**src/rtl/tssr_defines.vh**
```
// constants for the timer sync signal router
//
// Overview of operation
// - after reset all timers run independently, no routing active
// - link control register reads and writes, cleared by reset and standby
// - source 00: horizontal in from spare, out follows in, vertical from vsync
// - source 01/10: composite or hsync in, out is clamp one, vertical is decode
// - source 11: horizontal in from hsync, out follows in, vertical from vsync
// - capture 00: own pins; 01: capture and reset vertical, clock horizontal
// - capture 10: capture and clock horizontal, reset vertical
// - capture 11: capture from timer one compare, clock horizontal, reset vertical
// - vertical invert bit inverts the vertical sync pin
// - horizontal invert bit inverts hsync and composite pins
// - output invert bit inverts both sync outputs
// - clamp select, link enable and output selects choose the clamp pin
// - source select, link enable and output selects choose hsync pin
// - edge detection on the sync input pins
// - link enable drives sync and clamp pins from the link outputs
// - edge flags set on rising edge, cleared by read-one then write-zero
`ifndef TSSR_DEFINES_VH
`define TSSR_DEFINES_VH
`define TSSR_ADDR_LINK_CTRL 16'hff9f
`define TSSR_ADDR_EDGE_FLAGS 16'hffa8
`define TSSR_ADDR_SERIAL_CTRL 16'hffc3
`define TSSR_ADDR_IRQ_MASK 16'hffa9
`define TSSR_RST_LINK_CTRL 8'h00
`define TSSR_RST_EDGE_FLAGS 8'h0f
`define TSSR_RST_SERIAL_CTRL 8'h00
`define TSSR_RST_IRQ_MASK 8'h00
`define TSSR_SRC_HI 7
`define TSSR_SRC_LO 6
`define TSSR_CLAMP_SEL 5
`define TSSR_VINV 4
`define TSSR_CAP_HI 3
`define TSSR_CAP_LO 2
`define TSSR_HINV 1
`define TSSR_OINV 0
`define TSSR_LINK_EN 4
`define TSSR_FLAG_V 7
`define TSSR_FLAG_H 6
`define TSSR_FLAG_C 5
`define TSSR_FLAG_F 4
`endif

```
**src/rtl/tssr_timer_sync_signal_router.v**
```verilog
// timer sync signal router with avalon-mm register slave
//
// The Avalon-MM slave port was decided locally.
`timescale 1ns/1ps
`default_nettype none
`include "tssr_defines.vh"
module tssr_timer_sync_signal_router
(
  input wire clock_i,
  input wire reset_n_i,
  input wire standby_i,
  input wire [15:0] avs_address_i,
  input wire avs_read_i,
  input wire avs_write_i,
  input wire [31:0] avs_writedata_i,
  output reg [31:0] avs_readdata_o,
  output reg avs_waitrequest_o,
  input wire vertical_sync_in_i,
  input wire horizontal_sync_in_i,
  input wire composite_sync_in_i,
  input wire spare_sync_in_i,
  input wire free_timer_capture_pin_i,
  input wire byte_timer_one_clock_pin_i,
  input wire byte_timer_one_reset_pin_i,
  input wire byte_timer_one_compare_out_i,
  input wire pulse_width_decode_result_i,
  input wire clamp_wave_one_i,
  input wire clamp_wave_two_i,
  input wire byte_timer_x_compare_out_i,
  input wire free_counter_compare_b_out_i,
  input wire free_counter_output_enable_i,
  input wire [3:0] output_select_bits_one_i,
  input wire [3:0] output_select_bits_x_i,
  output reg free_timer_capture_in_o,
  output reg byte_timer_one_clock_in_o,
  output reg byte_timer_one_reset_in_o,
  output reg vertical_sync_out_o,
  output reg vertical_sync_out_en_o,
  output reg horizontal_sync_out_o,
  output reg horizontal_sync_out_en_o,
  output reg clamp_out_o,
  output reg clamp_out_en_o,
  output reg irq_o
);
  // ****************************************
  // reset release
  // ****************************************
  reg rst_meta_reg;
  reg rst_sync_reg;
  always @(posedge clock_i or negedge reset_n_i)
  begin
    if (!reset_n_i)
    begin
      rst_meta_reg <= 1'b0;
      rst_sync_reg <= 1'b0;
    end
    else
    begin
      rst_meta_reg <= 1'b1;
      rst_sync_reg <= rst_meta_reg;
    end
  end
  wire rst_n = rst_sync_reg;

  // ****************************************
  // registers
  // ****************************************
  reg [7:0] link_ctrl_reg;
  reg [7:0] serial_ctrl_reg;
  reg [7:0] edge_flags_reg;
  reg [7:0] irq_mask_reg;
  reg [7:0] read_word_next;
  reg [3:0] flag_seen_reg;
  reg [3:0] pins_prev_reg;
  reg ack_reg;

  // ****************************************
  // decode helpers
  // ****************************************
  function addr_hit;
    input [15:0] addr;
    input [15:0] target;
    begin
      addr_hit = (addr == target);
    end
  endfunction

  // selectable phase inversion of one sync level
  function phase;
    input level;
    input invert;
    begin
      phase = level ^ invert;
    end
  endfunction

  wire req = (avs_read_i | avs_write_i) & ~ack_reg;
  wire wr = avs_write_i & ~ack_reg;
  wire rd = avs_read_i & ~ack_reg;
  wire sel_link = addr_hit(avs_address_i, `TSSR_ADDR_LINK_CTRL);
  wire sel_edge = addr_hit(avs_address_i, `TSSR_ADDR_EDGE_FLAGS);
  wire sel_ser = addr_hit(avs_address_i, `TSSR_ADDR_SERIAL_CTRL);
  wire sel_mask = addr_hit(avs_address_i, `TSSR_ADDR_IRQ_MASK);
  wire hold = !rst_n || standby_i;

  // ****************************************
  // input inversion and edge detection
  // ****************************************
  wire vsync_in = phase(vertical_sync_in_i, link_ctrl_reg[`TSSR_VINV]);
  wire hsync_in = phase(horizontal_sync_in_i, link_ctrl_reg[`TSSR_HINV]);
  wire csync_in = phase(composite_sync_in_i, link_ctrl_reg[`TSSR_HINV]);
  wire [3:0] pins_now = {vertical_sync_in_i, horizontal_sync_in_i,
    composite_sync_in_i, spare_sync_in_i};
  wire [3:0] rise;
  wire [3:0] clr;
  wire [3:0] flags_next;
  wire clr_strobe = wr & sel_edge;

  // set wins over clear; a zero write clears only a flag read while set
  genvar gi;
  generate
    for (gi = 0; gi < 4; gi = gi + 1)
    begin : g_edge
      assign rise[gi] = pins_now[gi] & ~pins_prev_reg[gi];
      assign clr[gi] = clr_strobe & flag_seen_reg[gi] & ~avs_writedata_i[gi + 4];
      assign flags_next[gi] = (edge_flags_reg[gi + 4] & ~clr[gi]) | rise[gi];
    end
  endgenerate

  always @(posedge clock_i or negedge reset_n_i)
  begin
    if (!reset_n_i)
      pins_prev_reg <= 4'h0;
    else
      pins_prev_reg <= pins_now;
  end

  // ****************************************
  // edge flags and their clear handshake
  // ****************************************
  always @(posedge clock_i or negedge reset_n_i)
  begin
    if (!reset_n_i)
    begin
      edge_flags_reg <= `TSSR_RST_EDGE_FLAGS;
      flag_seen_reg <= 4'h0;
    end
    else if (hold)
    begin
      edge_flags_reg <= `TSSR_RST_EDGE_FLAGS;
      flag_seen_reg <= 4'h0;
    end
    else
    begin
      edge_flags_reg <= {flags_next, 4'hf};
      if (rd && sel_edge)
        flag_seen_reg <= edge_flags_reg[7:4];
      else if (clr_strobe)
        flag_seen_reg <= 4'h0;
    end
  end

  // ****************************************
  // control registers
  // ****************************************
  always @(posedge clock_i or negedge reset_n_i)
  begin
    if (!reset_n_i)
    begin
      link_ctrl_reg <= `TSSR_RST_LINK_CTRL;
      serial_ctrl_reg <= `TSSR_RST_SERIAL_CTRL;
      irq_mask_reg <= `TSSR_RST_IRQ_MASK;
    end
    else if (hold)
    begin
      link_ctrl_reg <= `TSSR_RST_LINK_CTRL;
      serial_ctrl_reg <= `TSSR_RST_SERIAL_CTRL;
      irq_mask_reg <= `TSSR_RST_IRQ_MASK;
    end
    else
    begin
      if (wr && sel_link)
        link_ctrl_reg <= avs_writedata_i[7:0];
      if (wr && sel_ser)
        serial_ctrl_reg <= avs_writedata_i[7:0];
      if (wr && sel_mask)
        irq_mask_reg <= {avs_writedata_i[7:4], 4'h0};
    end
  end

  // ****************************************
  // bus handshake and read data
  // ****************************************
  always @*
  begin
    read_word_next = 8'h00;
    if (sel_link)
      read_word_next = link_ctrl_reg;
    else if (sel_edge)
      read_word_next = edge_flags_reg;
    else if (sel_ser)
      read_word_next = serial_ctrl_reg;
    else if (sel_mask)
      read_word_next = irq_mask_reg;
  end

  always @(posedge clock_i or negedge reset_n_i)
  begin
    if (!reset_n_i)
    begin
      ack_reg <= 1'b0;
      avs_readdata_o <= 32'h0000_0000;
      avs_waitrequest_o <= 1'b1;
    end
    else if (hold)
    begin
      ack_reg <= 1'b0;
      avs_readdata_o <= 32'h0000_0000;
      avs_waitrequest_o <= 1'b1;
    end
    else
    begin
      ack_reg <= req;
      avs_waitrequest_o <= ~req;
      if (rd)
        avs_readdata_o <= {24'h000000, read_word_next};
    end
  end

  // ****************************************
  // sync source and capture routing
  // ****************************************
  wire [1:0] src = {link_ctrl_reg[`TSSR_SRC_HI], link_ctrl_reg[`TSSR_SRC_LO]};
  wire [1:0] cap = {link_ctrl_reg[`TSSR_CAP_HI], link_ctrl_reg[`TSSR_CAP_LO]};
  wire link_en = serial_ctrl_reg[`TSSR_LINK_EN];
  reg int_h_in;
  reg int_h_out;
  reg int_v;
  reg cap_n;
  reg clk_n;
  reg rst_n_t;
  always @*
  begin
    case (src)
      2'b00:
      begin
        int_h_in = spare_sync_in_i;
        int_h_out = int_h_in;
        int_v = vsync_in;
      end
      2'b01:
      begin
        int_h_in = csync_in;
        int_h_out = clamp_wave_one_i;
        int_v = pulse_width_decode_result_i;
      end
      2'b10:
      begin
        int_h_in = hsync_in;
        int_h_out = clamp_wave_one_i;
        int_v = pulse_width_decode_result_i;
      end
      default:
      begin
        int_h_in = hsync_in;
        int_h_out = int_h_in;
        int_v = vsync_in;
      end
    endcase
    case (cap)
      2'b00:
      begin
        cap_n = free_timer_capture_pin_i;
        clk_n = byte_timer_one_clock_pin_i;
        rst_n_t = byte_timer_one_reset_pin_i;
      end
      2'b01:
      begin
        cap_n = int_v;
        clk_n = int_h_in;
        rst_n_t = int_v;
      end
      2'b10:
      begin
        cap_n = int_h_in;
        clk_n = int_h_in;
        rst_n_t = int_v;
      end
      default:
      begin
        cap_n = byte_timer_one_compare_out_i;
        clk_n = int_h_in;
        rst_n_t = int_v;
      end
    endcase
  end

  // ****************************************
  // output pin functions
  // ****************************************
  wire os1_any = |output_select_bits_one_i;
  wire osx_any = |output_select_bits_x_i;
  wire oinv = link_ctrl_reg[`TSSR_OINV];
  wire clamp_sel = link_ctrl_reg[`TSSR_CLAMP_SEL] ? clamp_wave_two_i : clamp_wave_one_i;
  wire unmasked = |(edge_flags_reg[7:4] & irq_mask_reg[7:4]);

  // routed timer inputs, one cycle behind the pins
  always @(posedge clock_i or negedge reset_n_i)
  begin
    if (!reset_n_i)
    begin
      free_timer_capture_in_o <= 1'b0;
      byte_timer_one_clock_in_o <= 1'b0;
      byte_timer_one_reset_in_o <= 1'b0;
    end
    else
    begin
      free_timer_capture_in_o <= cap_n;
      byte_timer_one_clock_in_o <= clk_n;
      byte_timer_one_reset_in_o <= rst_n_t;
    end
  end

  // ****************************************
  // interrupt
  // ****************************************
  always @(posedge clock_i or negedge reset_n_i)
  begin
    if (!reset_n_i)
      irq_o <= 1'b0;
    else
      irq_o <= unmasked;
  end

  // vertical sync pin
  always @(posedge clock_i or negedge reset_n_i)
  begin
    if (!reset_n_i)
    begin
      vertical_sync_out_o <= 1'b0;
      vertical_sync_out_en_o <= 1'b0;
    end
    else if (link_en)
    begin
      vertical_sync_out_o <= phase(int_v, oinv);
      vertical_sync_out_en_o <= 1'b1;
    end
    else
    begin
      vertical_sync_out_o <= free_counter_compare_b_out_i;
      vertical_sync_out_en_o <= free_counter_output_enable_i;
    end
  end

  // horizontal sync pin
  always @(posedge clock_i or negedge reset_n_i)
  begin
    if (!reset_n_i)
    begin
      horizontal_sync_out_o <= 1'b0;
      horizontal_sync_out_en_o <= 1'b0;
    end
    else if (link_en)
    begin
      horizontal_sync_out_o <= phase(int_h_out, oinv);
      horizontal_sync_out_en_o <= 1'b1;
    end
    else
    begin
      horizontal_sync_out_o <= byte_timer_one_compare_out_i;
      horizontal_sync_out_en_o <= os1_any;
    end
  end

  // clamp pin
  always @(posedge clock_i or negedge reset_n_i)
  begin
    if (!reset_n_i)
    begin
      clamp_out_o <= 1'b0;
      clamp_out_en_o <= 1'b0;
    end
    else if (link_en)
    begin
      clamp_out_o <= clamp_sel;
      clamp_out_en_o <= 1'b1;
    end
    else
    begin
      clamp_out_o <= byte_timer_x_compare_out_i;
      clamp_out_en_o <= osx_any;
    end
  end
endmodule // tssr_timer_sync_signal_router
`default_nettype wire

```
**config.mk**
```make
export PLATFORM = sky130hd
export DESIGN_NAME = tssr_timer_sync_signal_router
export DESIGN_NICKNAME = d
export VERILOG_FILES = /design/src/rtl/tssr_timer_sync_signal_router.v
export VERILOG_INCLUDE_DIRS = /design/src /design/src/rtl
export SDC_FILE = /design/constraint.sdc
export NUM_CORES = 1
export LEC_CHECK = 0
export ABC_AREA = 1
export BUFFER_PORTS_ARGS = -buffer_cell sky130_fd_sc_hd__clkbuf_2
export CAP_MARGIN = 10
export CORE_ASPECT_RATIO = 1.1
export CORE_MARGIN = 10
export CORE_UTILIZATION = 49
export DETAILED_ROUTE_END_ITERATION = 16
export PLACE_DENSITY = 0.85
export RECOVER_POWER = 50
export SLEW_MARGIN = 25
export SYNTH_ARGS = -nofsm -noshare
export SYNTH_HDL_FRONTEND = slang
export SYNTH_SLANG_ARGS = --single-unit
```
**constraint.sdc**
```tcl
create_clock -name clock_i -period 1.7 [get_ports clock_i]
set_clock_uncertainty 0.1 [all_clocks]
set_input_delay 0.255 -clock clock_i [delete_from_list [all_inputs] [get_ports clock_i]]
set_output_delay 0.255 -clock clock_i [all_outputs]
set_load 0.05 [all_outputs]
```
== Word level (Yosys, flattened, before mapping) ==
Cells that the tools add are included.

* Register bits after elaboration: 86
* Input bits: 75
* Output and inout bits: 43
* Word-level logic and storage cells: 122

* Equal/unequal tests: 8
* Multiplexer cells: 31
* Bitwise logic cells: 45
* Reduce and logical (&&, ||, !) cells: 17

{| class="wikitable"
|+ Operators by type and width
! operator !! number
|-
| $mux 8 || 11
|-
| $eq 16x16->1 const B || 4
|-
| $mux 32 || 2
|-
| $and 1x1->1 || 20
|-
| $not 1->1 || 14
|-
| $mux 1 || 12
|-
| $mux 4 || 3
|-
| $reduce_or 4->1 || 3
|-
| $reduce_bool 2->1 || 4
|-
| $or 1x1->1 || 5
|-
| $xor 1x1->1 || 5
|-
| $and 4x4->4 || 1
|-
| $eq 2x1->1 const B || 2
|-
| $eq 2x2->1 const B || 2
|-
| $logic_and 1x1->1 || 4
|-
| $logic_not 2->1 || 2
|-
| $pmux 1 s2 || 2
|-
| $pmux 1 s3 || 1
|-
| $reduce_bool 3->1 || 1
|-
| $reduce_or 2->1 || 1
|-
| $logic_not 1->1 || 1
|-
| $logic_or 1x1->1 || 1
|}

== Depth between registers and ports, before layout ==
Gate-level depths: netlist of the first run.

* Word-level depth: 9
* Gate-level depth with buffers: 10
* Mapped depth without buffers: 10

== Worst setup path before layout of the first run ==
No wires, ideal clock.

* Path kind: register to register
* Start: register link_ctrl_reg[6]
* End: register free_timer_capture_in_o
* Library setup time: 134 ps
* Arrival time: 1242 ps
* Data required time: 1466 ps
* Slack: 224 ps
* Cell stages (with the launch flop): 8
* Path buffers: 0
* Period minus slack after synthesis: 1476 ps
* Cell sequence: dfrtp_1 -> inv_1 -> ha_1 -> or2_2 -> o21ai_0 -> inv_1 -> nand2_1 -> nand4_1

* Word-level cells in the longest chain between the ends: 4
* Elaborated cells between the ends (all ways): 7
* Those cells by class: eq/ne (2); mux (3); reduce/logical (2)

{| class="wikitable"
|+ Ends and longest elaborated chain
! element !! RTL line !! source
|-
| start: declaration || tssr_timer_sync_signal_router.v:68 || <nowiki>reg [7:0] link_ctrl_reg;</nowiki>
|-
| start signal: assignment || tssr_timer_sync_signal_router.v:170 || <nowiki>link_ctrl_reg <= `TSSR_RST_LINK_CTRL;</nowiki>
|-
| start signal: assignment || tssr_timer_sync_signal_router.v:176 || <nowiki>link_ctrl_reg <= `TSSR_RST_LINK_CTRL;</nowiki>
|-
| start signal: assignment || tssr_timer_sync_signal_router.v:183 || <nowiki>link_ctrl_reg <= avs_writedata_i[7:0];</nowiki>
|-
| $eq 2x2->1 / $eq 2x1->1 (equally long branches) || tssr_timer_sync_signal_router.v:244 || <nowiki>case (src)</nowiki>
|-
| $reduce_or 2->1 (no line) || - ||
|-
| $mux 1 || tssr_timer_sync_signal_router.v:244 ||
|-
| $pmux 1 s3 * || tssr_timer_sync_signal_router.v:270 || <nowiki>case (cap)</nowiki>
|-
| via cap_n || tssr_timer_sync_signal_router.v:239 || <nowiki>reg cap_n;</nowiki>
|-
| end signal: assignment || tssr_timer_sync_signal_router.v:318 || <nowiki>free_timer_capture_in_o <= cap_n;</nowiki>
|-
| end: declaration || tssr_timer_sync_signal_router.v:34 || <nowiki>output reg free_timer_capture_in_o,</nowiki>
|}

The timed path passes the listed nets; every way through them passes the cells marked *.
A chain may end at the register's enable or synchronous reset.

== Worst setup path in the final report of the first run ==
Ends and elaborated chain as after synthesis.

==> results of run 1 <==
==> repair_timing <==
item	4_1_cts	5_1_grt
hold endpoints to repair	18	0
endpoints found under the setup margin	0	7
hold buffers	4	0
resized for setup	0	3
==> final cells by class <==
| type | count | area, um^2 |
|---|---|---|
| inverters | 49 | 183.9 |
| well taps | 77 | 96.34 |
| repair buffers | 79 | 415.4 |
| flip-flops and latches | 54 | 1353 |
| clock buffers | 5 | 68.82 |
| multi-input cells | 285 | 1346 |
| fillers | 543 | 2370 |
| clock inverters | 3 | 45.04 |
==> cell families after synthesis <==
| kind of cell | Yosys count | share of synthesized area |
|---|---|---|
| AOI/OAI and AO/OA | 40 | 0.07527 |
| xor gates and xnor gates | 4 | 0.01164 |
| adders and majority gates | 3 | 0.01248 |
| buffers and inverters | 78 | 0.1318 |
| DFF | 54 | 0.4495 |
| other | 2 | 0.002496 |
| and+or+nand+nor | 213 | 0.3168 |
==> Yosys cell counts <==
master,instances
buf_4,25
inv_2,1
inv_1,48
nand2_2,2
nand3_2,2
nor2_4,2
nand3b_1,3
dfrtp_1,53
nand3_1,27
nor2_2,6
or2_2,2
buf_2,2
o22ai_1,1
xnor2_1,1
buf_6,1
clkbuf_1,1
ha_1,3
nor4_1,2
xor2_1,3
nand4_2,1
conb_1,2
nand3_4,1
a21o_1,1
a21oi_2,1
o21ai_4,1
o21ai_2,1
o21ai_0,20
nand4_1,5
nand2_1,121
nor2_8,1
o2111ai_1,1
nor2_1,38
dfstp_2,1
o21ai_1,10
a21oi_1,4
==> layout by cell type, fill, tap and decap left out, types with 3 or more instances in the layout <==
cell type      count
dfrtp_1           53
nand2_1          121
a21oi_1            4
nand3b_1           3
nor2_2             6
o21ai_1           12
conb_1            25
xor2_1             3
clkbuf_1           6
clkbuf_8           5
nand4_1            5
clkbuf_2          66
inv_1             47
o21ai_0           18
dlygate4sd3_1      4
nor2_1            38
ha_1               3
nand3_1           27
buf_4              3
==> worst max-delay path, cell delays in order, from the launching register on <==
cell     delay [ps]
dfrtp_1         390
inv_1            90
ha_1            220
or2_2           320
o21ai_1         190
inv_1            60
nand2_1          50
nand4_1          60
==> power groups by stage <==
stage                     clock network [mW]  registers (mW)  logic, mW
final                                  0.865            1.35      0.491
after global routing                   0.931            1.36      0.538
after CTS                              0.878            1.35      0.493
after detailed placement                   0            1.38      0.483
after global placement                     0            1.37      0.473
after floorplan                            0            1.43      0.307
==> routing by layer <==
| metal | part of all wire | routed length [um] | vias to the layer above | track usage |
|---|---|---|---|---|
| li1 | - | - | 1341 | - |
| met1 | 0.37 | 2790 | 1223 | 0.1844 |
| met5 | 0 | 0 | - | 0 |
| met4 | 0.023 | 169 | 0 | 0.05760 |
| met2 | 0.53 | 3975 | 93 | 0.2759 |
| met3 | 0.074 | 551 | 18 | 0.02126 |
==> stage by stage <==
step / hold slack, ps / setup slack, ps / total power, mW / utilization / area (um^2)
6_report: 18.62 / 102.7 / 2.708 / 0.5969 / 3508
5_1_grt: 19.14 / 8.427 / 2.825 / 0.5969 / 3508
4_1_cts: 16.51 / 20.72 / 2.722 / 0.5994 / 3523
3_5_place_dp: 133.3 / 39.40 / 1.859 / 0.5732 / 3369
3_3_place_gp: 123.7 / 104.1 / 1.846 / 0.5732 / 3369
2_1_floorplan: -140.6 / 224.2 / 1.739 / - / 3095
==> path summary, 6_finish.rpt <==
kind	slack, ps	from	end
max	100	link_ctrl_reg[6]	free_timer_capture_in_o
min reg2reg	260	rst_meta_reg	rst_n
min	20	output_select_bits_one_i[2]	horizontal_sync_out_en_o
min in group asynchronous	330	reset_n_i	link_ctrl_reg[0]
max in group asynchronous	300	reset_n_i	byte_timer_one_reset_in_o
max reg2reg	100	link_ctrl_reg[6]	free_timer_capture_in_o
==> impl_metrics.tcl, run 1 <==
set metrics [dict create \
    status "completed" \
    post_cts_buffers 0 \
    hold_path_depth 3 \
    dr.pass1.iters 5 \
    ant_nets 0 \
    wl_per_cell_um 13.56 \
    tightest_slew_ps 596.1 \
    yosys-top-cells-area "dfrtp_1, nand2_1, buf_4" \
    critical_path.max_fanout 3 \
    power_switching_mw 0.8210 \
    layout-drive-gt1-share 0.2105 \
    critPathRequiredTime_ps 1790 \
    hpwl_mm 6.252 \
    synth.largest_area_cell "dfrtp_1" \
    root_buffer "clkbuf_8" \
    yosysUniqueCellTypes 35 \
    cts_buffer_depth 2 \
    synth_area_per_cell_um2 7.637 \
    avgViaCountPerCell 4.846 \
    final_cells 552 \
    grt_max_degree 20 \
    diodes 0 \
    dieArea_um2 9679 \
    coreArea_um2 5878 \
    switching_share 0.3032 \
    cts_tree "built" \
    internal_power_mw 1.887 \
    synth_area_um2 3009 \
    hold_viol 0 \
    clock-sinks 54 \
    track_usage 0.1548 \
    cts_made_buffers 5 \
    ys_warn_count 0 \
    slew_headroom 0.6026 \
    path_clk_slew_ps 100 \
    overflow 0 \
    first_iter_violations 258 \
    synth_top_area_frac 0.4407 \
    worstHoldPathType "input pin to flop" \
    grt_first_pass_wirelength_mm 12.32 \
    p_per_area_nw_per_um2 771.8 \
    wl_mm 7.486 \
    cap_violations 0 \
    criticalPathCategory "flop to flop" \
    drc_errors 0 \
    num_rows 29 \
    clock_latency_ps 310 \
    critPathCaptureType "flop" \
    leakagePower_nw 1.907 \
    slew_viol_final 0 \
    placed_cells 540 \
    ys_seq_elements 54 \
    grt_antenna_before_repair 0 \
    power_frac_comb 0.181 \
    io_pins 118 \
    dieWidth_um 94.72 \
    postSynthCellCount 394 \
    nets 552 \
    clkPwrFrac 0.320 \
    seq_area_frac_synth 0.4495 \
    period_share 0.9396 \
    fp.dieH_um 102.2 \
    syn_to_final_growth_pct 16.59 \
    initial_core_util 0.5119 \
    rsz0062_at_grt "no" \
    crit_arrival_ps 1690 \
    place.gp.congestion 0.9260 \
    htree_levels 2 \
    setup_violations 0 \
    rr_worst_depth 7 \
    vias 2675 \
    start_kind "flop" \
    fin_crit_ps 1597 \
    numPortBuffers 69 \
    max_freq_ghz 0.6260 \
    seq_power_share 0.499 \
    grt_pass1_vias 2658 \
    tns_ps 0 \
    vdd_drop_max_mv 0.4234 \
]
No activity file was read; power rests on OpenSTA's default activity.
==> run 2, diff against run 1 <==
==> constraint.sdc (replaced) <==
create_clock -name clock_i -period 1.7 [get_ports clock_i]
set_clock_uncertainty 0.1 [all_clocks]
set_input_delay 0 -clock clock_i [delete_from_list [all_inputs] [get_ports clock_i]]
set_output_delay 0 -clock clock_i [all_outputs]
set_load 0.05 [all_outputs]
==> run 2 against run 1 <==
Design area grew 7.0%. Largest cell class is now multi-input gates. Critical path depth is the same. First-iteration DRC count grew 21%. Critical endpoint is now horizontal_sync_out_o.
==> impl_metrics.tcl, run 2 (synthesized netlist as in run 1, its figures left out) <==
set metrics [dict create \
    fillCellCount 491 \
    tightest_slew_ps 1219 \
    grt_first_pass_wirelength_mm 13.99 \
    leakagePower_nw 2.016 \
    vias 2961 \
    worstHoldPathType "input pin to flop" \
    slew_viol_final 0 \
    regArea_um2 1353 \
    dr.pass1.iters 6 \
    dieArea_um2 9679 \
    power.total_mw 2.760 \
    diodes 0 \
    clock_latency_ps 310 \
    max_freq_ghz 0.6121 \
    cap_violations 0 \
    place.gp.congestion 0.9180 \
    setup_violations 0 \
    track_usage 0.1775 \
    layout-drive-gt1-share 0.1988 \
    cts_buffer_depth 2 \
    critical_path.max_fanout 3 \
    first_iter_violations 313 \
    clock-sinks 54 \
    final_cells 575 \
    nets 575 \
    fin_crit_ps 1634 \
    cts_made_buffers 5 \
    overflow 0 \
    wl_mm 8.681 \
    final_util 0.6388 \
    rr_worst_depth 7 \
    htree_levels 2 \
    tns_ps 0 \
    critPathRequiredTime_ps 1780 \
    fp.dieH_um 102.2 \
    layout_common_cells "nand2_1, clkbuf_2, dfrtp_1" \
    wl_per_cell_um 15.10 \
    dpl_cell_area_um2 3382 \
    grt_antenna_before_repair 0 \
    rsz0062_at_grt "no" \
    num_rows 29 \
    final_common_cell "nand2_1" \
    critPathCaptureType "flop" \
    post_cts_buffers 0 \
    vdd_drop_max_mv 0.3937 \
    p_per_area_nw_per_um2 735.2 \
    period_share 0.9611 \
    multiInputGateArea_um2 1354 \
    start_kind "flop" \
    grt_max_degree 27 \
    dieWidth_um 94.72 \
    io_pins 118 \
    syn_to_final_growth_pct 24.78 \
    final_area_um2 3755 \
    grt_pass1_vias 2937 \
    hold_viol 0 \
    drc_errors 0 \
    avgViaCountPerCell 5.150 \
    path_clk_slew_ps 90 \
    slew_headroom 0.1872 \
    crit_arrival_ps 1710 \
    initial_core_util 0.5119 \
    root_buffer "clkbuf_8" \
    coreArea_um2 5878 \
    cts_tree "built" \
    criticalPathCategory "flop to flop" \
    placed_cells 540 \
    ant_nets 0 \
    hpwl_mm 6.269 \
    numPortBuffers 69 \
    hold_path_depth 5 \
    status "completed" \
]
run 2: stage by stage:
step	worst slack (ps)	hold WS, ps
floorplan	224.2	-395.6
global route	26.14	32.03
CTS	44.40	12.13
global placement	130.6	-101.8
detailed placement	81.53	-96.74
finish	66.20	13.00
run 2: critical path, stage by stage (launching register included):
cell and delay [ps]:
dfrtp_1 400, inv_1 90, ha_1 330, nand2_1 60
a21o_1 170, nand2_1 70, xor2_1 160, o21ai_1 110
run 2: area by class of cell:
type | count | share of cell area
timing repair buffer | 102 | 0.1763
inverter | 49 | 0.04898
clock buffer | 7 | 0.02033
clock inverter | 1 | 0.007997
tap | 77 | 0.02566
multi-input combinational | 285 | 0.3605
sequential | 54 | 0.3602
run 2: what timing repair did:
item | in CTS | in global routing
setup endpoints to repair | 0 | 3
gates resized for setup | 0 | 6
endpoints found under the hold margin | 85 | 0
hold buffers | 27 | 0
run 2: final timing paths:
path / slack [ps] / startpoint / end
max: 70 / link_ctrl_reg[6] / horizontal_sync_out_o
max reg2reg: 70 / link_ctrl_reg[6] / horizontal_sync_out_o
max in group asynchronous: 280 / reset_n_i / avs_readdata_o[5]
min reg2reg: 260 / rst_meta_reg / rst_n
min in group asynchronous: 370 / reset_n_i / vertical_sync_out_en_o
min: 10 / avs_read_i / flag_seen_reg[0]
run 2: where the power goes:
| group | internal [mW] | switching [mW] |
|---|---|---|
| sequential | 1.33 | 0.0259 |
| combinational | 0.161 | 0.394 |
| clock | 0.441 | 0.411 |
run 2: routing by layer:
metal  vias to the layer above  track usage  part of all wire
met5                         -            0                 0
met2                       154       0.3229              0.53
met4                         0      0.06567             0.035
li1                       1392            -                 -
met3                        41      0.03079             0.084
met1                      1374       0.2023              0.35
